File: config.mk
export PLATFORM = sky130hd
export DESIGN_NAME = rrsb_alu
export DESIGN_NICKNAME = d
export VERILOG_FILES = /design/src/rrsb_pkg.sv /design/src/rrsb_alu.sv
export VERILOG_INCLUDE_DIRS = /design/src /design/src/src
export SDC_FILE = /design/constraint.sdc
export NUM_CORES = 1
export LEC_CHECK = 0
export BUFFER_PORTS_ARGS = -buffer_cell sky130_fd_sc_hd__buf_2
export CORE_MARGIN = 2
export CORE_UTILIZATION = 40
export CTS_BUF_LIST = sky130_fd_sc_hd__clkbuf_16
export CTS_CLUSTER_DIAMETER = 50
export DETAILED_ROUTE_END_ITERATION = 6
export SETUP_SLACK_MARGIN = 0.5
export SYNTH_ARGS = -nofsm -noshare
export SYNTH_HDL_FRONTEND = slang
export SYNTH_SLANG_ARGS = --single-unit
File: constraint.sdc
create_clock -name i_clk -period 3.3 [get_ports i_clk]
set_input_delay 0.165 -clock i_clk [delete_from_list [all_inputs] [get_ports i_clk]]
set_output_delay 0.165 -clock i_clk [all_outputs]
set_load 0.01 [all_outputs]
File: src/rrsb_regs.svh
// reset values and field constants for the rotate-right / subtract-borrow alu
`ifndef RRSB_REGS_SVH
`define RRSB_REGS_SVH

// ****************************************************************
// widths
// ****************************************************************
`define RRSB_DATA_W      8
`define RRSB_MSB         7
`define RRSB_LSB         0
`define RRSB_NIB_MSB     3

// ****************************************************************
// reset values and the zero-result constant
// ****************************************************************
`define RRSB_WORK_RST    8'h00
`define RRSB_MEM_RST     8'h00
`define RRSB_ZERO_BYTE   8'h00
`define RRSB_FLAGS_RST   6'h00

`endif

File: src/rrsb_pkg.sv
// types shared by the rotate-right / subtract-borrow alu
package rrsb_pkg;

   // ****************************************************************
   // operation select from the instruction decoder
   // ****************************************************************
   typedef enum logic [2:0] {
      op_rotate_right_in_place,
      op_rotate_right_to_working,
      op_rotate_right_thru_borrow_bit_in_place,
      op_rotate_right_thru_borrow_bit_to_working,
      op_subtract_borrow_to_working,
      op_subtract_borrow_to_memory
   } rrsb_op_e;

   // ****************************************************************
   // status flag register, msb first
   // ****************************************************************
   typedef struct packed {
      logic signed_range_error_bit;
      logic zero_bit;
      logic nibble_borrow_bit;
      logic carry_bit;
      logic signed_compare_bit;
      logic chained_null_bit;
   } rrsb_flags_s;

   // ****************************************************************
   // one request: operation plus the addressed memory byte
   // ****************************************************************
   typedef struct packed {
      rrsb_op_e   op;
      logic [7:0] mem_byte;
   } rrsb_req_s;

endpackage : rrsb_pkg

File: src/rrsb_alu.sv
// rotate-right and subtract-with-borrow execute slice of an 8-bit core
`timescale 1ns/100ps
`default_nettype none
`include "rrsb_regs.svh"

module rrsb_alu (
   // clock and reset
   input  wire logic               i_clk,
   input  wire logic               i_rst_b,
   // request from the instruction decoder
   input  wire logic               i_req_valid,
   input  wire rrsb_pkg::rrsb_req_s i_req,
   // direct loads of the working register and flags by the core
   input  wire logic               i_work_load,
   input  wire logic [7:0]         i_work_data,
   input  wire logic               i_flags_load,
   input  wire rrsb_pkg::rrsb_flags_s i_flags_data,
   // memory write-back
   output logic                    o_mem_wr,
   output logic [7:0]              o_mem_data,
   // architectural state
   output logic [7:0]              o_working,
   output rrsb_pkg::rrsb_flags_s   o_flags
);
   import rrsb_pkg::*;

   // ****************************************************************
   // state
   // ****************************************************************
   logic [7:0]  work_q,  work_d;
   rrsb_flags_s flags_q, flags_d;
   logic        mem_wr_q, mem_wr_d;
   logic [7:0]  mem_q,   mem_d;

   // ****************************************************************
   // datapath
   // ****************************************************************
   logic [7:0] rot_plain;
   logic [7:0] rot_ring;
   logic [8:0] diff9;
   logic [4:0] diff_lo;
   logic [7:0] diff;
   logic       sub_carry;
   logic       sub_ov;
   logic       sub_zero;

   // shift toward bit 0; bit 0 enters bit 7, or the carry bit does in the ring form
   assign rot_plain = {i_req.mem_byte[`RRSB_LSB],
                       i_req.mem_byte[`RRSB_MSB:1]};
   assign rot_ring  = {flags_q.carry_bit,
                       i_req.mem_byte[`RRSB_MSB:1]};

   // nine-bit difference; bit 8 is the borrow out of bit 7
   assign diff9   = {1'b0, work_q} - {1'b0, i_req.mem_byte}
                    - {8'h00, ~flags_q.carry_bit};
   assign diff    = diff9[7:0];
   // low nibble alone, to see the borrow out of bit 3
   assign diff_lo = {1'b0, work_q[`RRSB_NIB_MSB:0]}
                    - {1'b0, i_req.mem_byte[`RRSB_NIB_MSB:0]}
                    - {4'h0, ~flags_q.carry_bit};
   assign sub_carry = ~diff9[8];
   assign sub_zero  = (diff == `RRSB_ZERO_BYTE);
   // overflow: operands of unlike sign and result sign left the minuend
   assign sub_ov    = (work_q[`RRSB_MSB] ^ i_req.mem_byte[`RRSB_MSB]) &
                      (work_q[`RRSB_MSB] ^ diff[`RRSB_MSB]);

   // exact signed difference in ten bits, apart from the flag logic, so
   // the signed compare check does not just repeat the sign/overflow rule
   logic [9:0] sc_ref;
   assign sc_ref = {{2{work_q[`RRSB_MSB]}}, work_q}
                   - {{2{i_req.mem_byte[`RRSB_MSB]}}, i_req.mem_byte}
                   - {9'h000, ~flags_q.carry_bit};

   // ****************************************************************
   // next-state logic
   // ****************************************************************
   // an executing operation takes priority over a core load that lands
   // in the same cycle, so a result is never overwritten silently
   always_comb begin
      work_d   = work_q;
      flags_d  = flags_q;
      mem_wr_d = 1'b0;
      mem_d    = mem_q;
      if (i_work_load) begin
         work_d = i_work_data;
      end
      if (i_flags_load) begin
         flags_d = i_flags_data;
      end
      if (i_req_valid) begin
         case (i_req.op)
            op_rotate_right_in_place: begin
               mem_wr_d = 1'b1;
               mem_d    = rot_plain;
            end
            op_rotate_right_to_working: begin
               work_d = rot_plain;
            end
            op_rotate_right_thru_borrow_bit_in_place: begin
               mem_wr_d          = 1'b1;
               mem_d             = rot_ring;
               flags_d.carry_bit = i_req.mem_byte[`RRSB_LSB];
            end
            op_rotate_right_thru_borrow_bit_to_working: begin
               work_d            = rot_ring;
               flags_d.carry_bit = i_req.mem_byte[`RRSB_LSB];
            end
            op_subtract_borrow_to_working,
            op_subtract_borrow_to_memory: begin
               if (i_req.op == op_subtract_borrow_to_memory) begin
                  mem_wr_d = 1'b1;
                  mem_d    = diff;
               end else begin
                  work_d = diff;
               end
               // all six flags follow the subtraction
               flags_d.signed_range_error_bit = sub_ov;
               flags_d.zero_bit               = sub_zero;
               flags_d.nibble_borrow_bit      = ~diff_lo[4];
               flags_d.carry_bit              = sub_carry;
               // signed minuend >= subtrahend when sign and overflow agree
               flags_d.signed_compare_bit     = ~(diff[`RRSB_MSB] ^ sub_ov);
               // zero across a multi-byte chain: this byte and the last
               flags_d.chained_null_bit       = sub_zero &
                                                flags_q.zero_bit;
            end
            default: begin
               mem_wr_d = 1'b0;
            end
         endcase
      end
   end

   // ****************************************************************
   // registers
   // ****************************************************************
   always_ff @(posedge i_clk or negedge i_rst_b) begin
      if (!i_rst_b) begin
         work_q   <= `RRSB_WORK_RST;
         flags_q  <= `RRSB_FLAGS_RST;
         mem_wr_q <= 1'b0;
         mem_q    <= `RRSB_MEM_RST;
      end else begin
         work_q   <= work_d;
         flags_q  <= flags_d;
         mem_wr_q <= mem_wr_d;
         mem_q    <= mem_d;
      end
   end

   // outputs straight from flip-flops
   assign o_mem_wr   = mem_wr_q;
   assign o_mem_data = mem_q;
   assign o_working  = work_q;
   assign o_flags    = flags_q;
endmodule : rrsb_alu
`default_nettype wire

After elaboration in Yosys (flattened, before gate mapping)
Cells that the tools add are included.
{"block": "word_totals", "in_bits": 30, "ff_bits": 23, "output_inout_bits": 23, "elab_cells": 49}
{"block": "op_classes", "muxes": 14, "bitwise_logic": 9, "reduce_logical": 7, "n_eq_ne": 6, "add_sub_neg": 4}
{"operator": "8-bit one-hot mux with 3 select lines", "n": 2}
{"operator": "8-bit 2-to-1 mux", "n": 4}
{"operator": "6-bit 2-to-1 mux", "n": 2}
{"operator": "8-bit by 8-bit subtractor with 9-bit output", "n": 1}
{"operator": "9-bit by 1-bit subtractor with 9-bit output", "n": 1}
{"operator": "8-bit zero test", "n": 1}
{"operator": "3-bit by 2-bit == test with 1-bit output, second input constant", "n": 2}
{"operator": "3-bit == test, second input constant", "n": 2}
{"operator": "2-bit OR reduction", "n": 3}
{"operator": "4-bit by 4-bit subtractor with 5-bit output", "n": 1}
{"operator": "5-bit by 1-bit subtractor with 5-bit output", "n": 1}
{"operator": "1-bit inverter", "n": 4}
{"operator": "1-bit one-hot mux with 2 select lines", "n": 2}
{"operator": "3-bit by 1-bit == test with 1-bit output, second input constant", "n": 1}
{"operator": "3-bit zero test", "n": 1}
{"operator": "3-bit 2-to-1 mux", "n": 1}
{"operator": "3-bit AND reduction", "n": 1}
{"operator": "3-bit nonzero test", "n": 1}
{"operator": "1-bit XOR", "n": 3}
{"operator": "1-bit bitwise AND", "n": 2}
{"operator": "1-bit 2-to-1 mux", "n": 2}
{"operator": "2-bit 2-to-1 mux", "n": 1}
{"operator": "2-bit inequality test, second input constant", "n": 1}

Depth between registers and ports, before layout
{"block": "depth", "depth_word": 8, "depth_mapped": 9, "depth_no_buf": 9}

Worst setup path after synthesis
Ideal clock, no wire load.
{"block": "synth_timing", "path_type": "reg-to-reg", "from": "register work_q[0], in the netlist o_working[0]", "to": "register flags_q (netlist bit o_flags[0])", "setup_time_ps": 101, "n_path_buf": 0, "path_stages_with_launch": 10, "setup_slack_ps": 760, "synth_period_minus_slack_ps": 2540, "t_arrival_ps": 2440, "required_ps": 3199, "cell_sequence": "dfrtp_1 > inv_1 > fa_1 > inv_1 > ha_1 > xor2_1 > nor4_1 > o21ai_0 > or4_4 > o32ai_1"}
{"element": "start: declaration", "line_no": "rrsb_alu.sv:30", "source": "logic [7:0] work_q, work_d;"}
{"element": "start signal: assignment", "line_no": "rrsb_alu.sv:139", "source": "work_q <= `RRSB_WORK_RST;"}
{"element": "start signal: assignment", "line_no": "rrsb_alu.sv:144", "source": "work_q <= work_d;"}
{"element": "end signal: assignment", "line_no": "rrsb_alu.sv:140", "source": "flags_q <= `RRSB_FLAGS_RST;"}
{"element": "end signal: assignment", "line_no": "rrsb_alu.sv:145", "source": "flags_q <= flags_d;"}
{"element": "end: declaration", "line_no": "rrsb_alu.sv:31", "source": "rrsb_flags_s flags_q, flags_d;"}

==> run summary <==
Via count of the first global-routing pass: 1563. The multi-input combinational cells in the finished layout cover a total of 1150 sq um. Yosys printed 0 warnings. The slowest cell on the critical path is fa_1. The run gives 0.203 ns as the worst hold slack. The detailed-route wire length per cell works out to 15.9 um.

The number of standard cells in the final layout excluding fillers is 310. In this run the remaining antenna-violating nets after routing total 0. The tightest min-delay check is of the in -> reg type. Measured against its own limit, the worst slew margin works out to 38.1%. The count of vias placed by the detailed router is 1724.

Setup repair after global routing left no endpoint under its margin. The diode insertion count for antenna repair was 0; the register cell area after layout was 576 sq um. The category of the critical setup timing path is reg -> reg.

The met1 track utilization from global routing is 27.8%. Counting stages on the worst path, the most repeated cell is inv_1. In this run the core area contains 24 standard-cell rows.

Each instance of the synthesized netlist takes up on average 8.99 sq um. The run gives 0 as the number of max-slew violations in the final report. TritonCTS built the clock tree. The first TritonRoute pass finished after 5 iterations. Traced cell by cell, the critical path runs through inv_1 -> fa_1 -> inv_1 -> ha_1 -> xor2_1 -> nor4_2 -> o21ai_0 -> or4_4 -> o32ai_1.

Wires add up to 4940 um. The number of max-cap violations was 0; the number of hold-slack violations in the final timing report was 0. In the synthesized netlist the dominant register cell turns out to be dfrtp_1. The number of antenna violations at the first check in global routing is 0, and the total number of H-tree levels is 1. The total half-perimeter wirelength after legalization and detailed placement came out at 4000 um. For the pin with the worst max-slew slack, the measured transition is 0.924 ns. Derived from the worst setup path, the maximum achievable clock frequency is 375 MHz. For this run, the post-layout net count is 307. For the largest net degree at the start of global routing, the log shows 24. Data on the critical path arrives at its endpoint at 2.83 ns.

For the routing usage on met2, the log shows 32.2%. Fraction of final layout cells with drive strength greater than 1: 25.6%. The count of input and output buffers came out at 52. The portion of the post-synthesis area used by sequential elements is 31.1%, and the delay of the slowest cell on the worst path is 0.51 ns. The global route total overflow is 0, and the post-route setup TNS is 0 ns. Measured along the y axis, the die boundary spans 72.0 um. The cell area power density was 548 nW/um^2.

Share of async-settable or async-resettable flops after synthesis: 100%. Post-synthesis to final-layout area growth: 21.9%. The routed design could run at a clock period as short as 2.67 ns. Of all nets on the critical path, the largest fanout is 4.

The final critical path takes up 80.9% of the cycle. The met3 usage in global routing was 2.92%; the number of DRC violations after detailed-routing iteration 0 was 107. Count of flip-flops with a built-in enable after synthesis: 0. VDD sags by at most 0.234 mV. The flow ran to the end, and the final reports show no timing, DRC or antenna violations. The instance count of the mapped netlist is 206, and the detail-routed via count per cell is 5.56. The analysis attributes to cell leakage a power of 1.15 nW. The overall track demand over capacity in global routing was 19.7%; the flip-flop and latch count after synthesis was 23. The endpoint type of the worst setup path was a register.

The clock net in this run drives a total of 23 sinks. The floorplan step defined a die boundary enclosing 5190 sq um. The kind of start point of the critical path was a register. Buffers inserted during clock tree synthesis total 3. Number of setup violations in the final report: 0. For this configuration, the core starts out at a cell density of 42.0%. The number of ports placed on the die boundary is 53.

In this run, distinct cell masters in the synthesized netlist total 46. For this run, design rule violations remaining after detail routing come to 0. After clock tree synthesis, the clock-pin slew on the worst setup and hold paths is 0.06 ns.

Most crowded layer after global routing: met2. The run gives 4410 sq um as the core region area. The netlist area before placement is 1850 sq um, and the number of buffers between clock root and the deepest sink is 2.

Across the routed clock network, the largest skew measured is 0.00190 ns. The number of instances in the placed design is 305. The routability congestion estimate is 0.885, and the die outline width is 72.0 um. After layout, the worst setup slack is 0.630 ns.

At the placement stage, the worst setup path has a slack of 0.605 ns. The first global-routing pass estimated 7890 um of wire. For the worst-skew pair, the clock arrives at the later sink with an insertion delay of 0.26 ns.

The post-synth net total came out at 254. Clock tree synthesis selected as its root buffer the cell clkbuf_16. Fill cells in the final layout number 433.

STA puts the critical path data required time at 3.46 ns. The number of buffers inserted by post-CTS setup repair was 0.
registers in the layout, summed over array words and instances (netlist names):
register	cells
o_flags	6
o_working	8
o_mem_data	8
o_mem_wr	1
layout by cell type (no fill, tap or decap), drive strengths merged, types with 2 or more instances in the layout:
| master | netlist | routed |
|---|---|---|
| nand3b | 3 | 3 |
| a2bb2oi | 2 | 2 |
| a22oi | 13 | 13 |
| nor2 | 8 | 8 |
| dfrtp | 23 | 23 |
| mux2 | 2 | 2 |
| a21oi | 7 | 7 |
| o211ai | 2 | 2 |
| o21a | 2 | 2 |
| nor2b | 2 | 2 |
| xnor2 | 4 | 4 |
| xor2 | 3 | 3 |
| mux2i | 12 | 12 |
| nand2b | 2 | 2 |
| and3 | 2 | 2 |
| o21ai | 14 | 14 |
| nand2 | 16 | 16 |
| fa | 2 | 2 |
| nand3 | 2 | 2 |
| ha | 16 | 16 |
| o32ai | 2 | 2 |
| a31oi | 3 | 3 |
| buf | 1 | 53 |
| o31ai | 2 | 2 |
| o22ai | 7 | 7 |
| inv | 29 | 30 |
| clkbuf | 5 | 3 |
| nor3 | 4 | 4 |
| a211oi | 3 | 3 |
timing repair:
action,CTS,global route
endpoints found under the hold margin,23,0
hold buffers,1,0
setup endpoints to repair,0,2
gates resized for setup,0,1
worst max-delay path, delay by kind of cell (launching register included):
| family | cells | cell delay, ns |
|---|---|---|
| adder cells (fa/ha/maj) | 2 | 0.79 |
| AND/OR/NAND/NOR | 2 | 0.67 |
| buffers and inverters | 2 | 0.12 |
| XOR/XNOR | 1 | 0.21 |
| AO/OA/AOI/OAI | 2 | 0.40 |
| flip-flops | 1 | 0.38 |
through the flow:
stage	util [%]	instance area [sq um]	total power [W]
6_report	51.1	2260	0.00124
3_3_place_gp	49.0	2160	0.000971
4_1_cts	51.0	2250	0.00124
3_5_place_dp	49.0	2160	0.000971
5_1_grt	51.1	2260	0.00132
2_1_floorplan	-	1850	0.000787
worst paths after layout:
kind,cells after the start,end,slack [ns],start
setup / recovery,9,o_flags[4],0.63,o_flags[2]
hold / removal,3,o_working[1],0.20,i_work_data[1]
setup reg to reg,9,o_flags[4],0.63,o_flags[2]
hold reg to reg,2,o_mem_data[4],0.47,o_mem_data[4]
max in group asynchronous,2,o_mem_data[2],2.51,i_rst_b
min in group asynchronous,2,o_flags[3],0.42,i_rst_b
power breakdown:
| group | switching (W) | internal, W |
|---|---|---|
| registers | 0.0000323 | 0.000331 |
| logic | 0.000350 | 0.000259 |
| clock network | 0.000102 | 0.000162 |
| total | 0.000484 | 0.000752 |
synth_stat cells (2+ instances only):
| cell type | n | area share (%) |
|---|---|---|
| a2bb2oi_1 | 2 | 0.95 |
| and3_1 | 2 | 0.68 |
| a31oi_1 | 3 | 1.0 |
| mux2_2 | 2 | 1.2 |
| nor3_1 | 3 | 0.81 |
| clkbuf_1 | 5 | 1.0 |
| o21ai_0 | 14 | 3.8 |
| nor2b_1 | 2 | 0.68 |
| ha_1 | 16 | 11 |
| nor2_1 | 8 | 1.6 |
| a22oi_1 | 13 | 5.3 |
| o31ai_1 | 2 | 0.81 |
| nand3b_1 | 3 | 1.2 |
| dfrtp_1 | 23 | 31 |
| o32ai_1 | 2 | 0.95 |
| nand3_1 | 2 | 0.54 |
| xnor2_1 | 4 | 1.9 |
| a21oi_1 | 6 | 1.6 |
| o211ai_1 | 2 | 0.81 |
| mux2i_1 | 12 | 6.5 |
| nand2_1 | 16 | 3.2 |
| a211oi_1 | 3 | 1.2 |
| inv_1 | 29 | 5.9 |
| xor2_1 | 3 | 1.4 |
| o22ai_1 | 7 | 2.4 |
| fa_1 | 2 | 2.2 |
logic make-up (layout without fill, tap and decap cells):
| family | after synthesis | after routing | share of synthesized area (%) |
|---|---|---|---|
| AO/OA/AOI/OAI | 64 | 64 | 23.9 |
| AND/OR/NAND/NOR | 44 | 44 | 12.7 |
| buffers and inverters | 35 | 87 | 7.09 |
| flip-flops | 23 | 23 | 31.1 |
| adder cells (fa/ha/maj) | 18 | 18 | 13.0 |
| multiplexers | 14 | 14 | 7.70 |
| XOR/XNOR | 8 | 8 | 4.53 |
per-layer routing:
metal	vias to the layer above	wire length [um]
met5	-	0
met4	0	49
met3	4	210
met2	44	2350
met1	820	2330
li1	856	-
layout make-up:
| type | instances | share of cell area (%) |
|---|---|---|
| Multi-Input combinational cell | 148 | 51.0 |
| Sequential cell | 23 | 25.5 |
| Timing Repair Buffer | 54 | 12.3 |
| Inverter | 29 | 4.82 |
| Clock buffer | 3 | 3.33 |
| Tap cell | 52 | 2.88 |
| Clock inverter | 1 | 0.166 |
No activity file was read; power rests on OpenSTA's default activity.
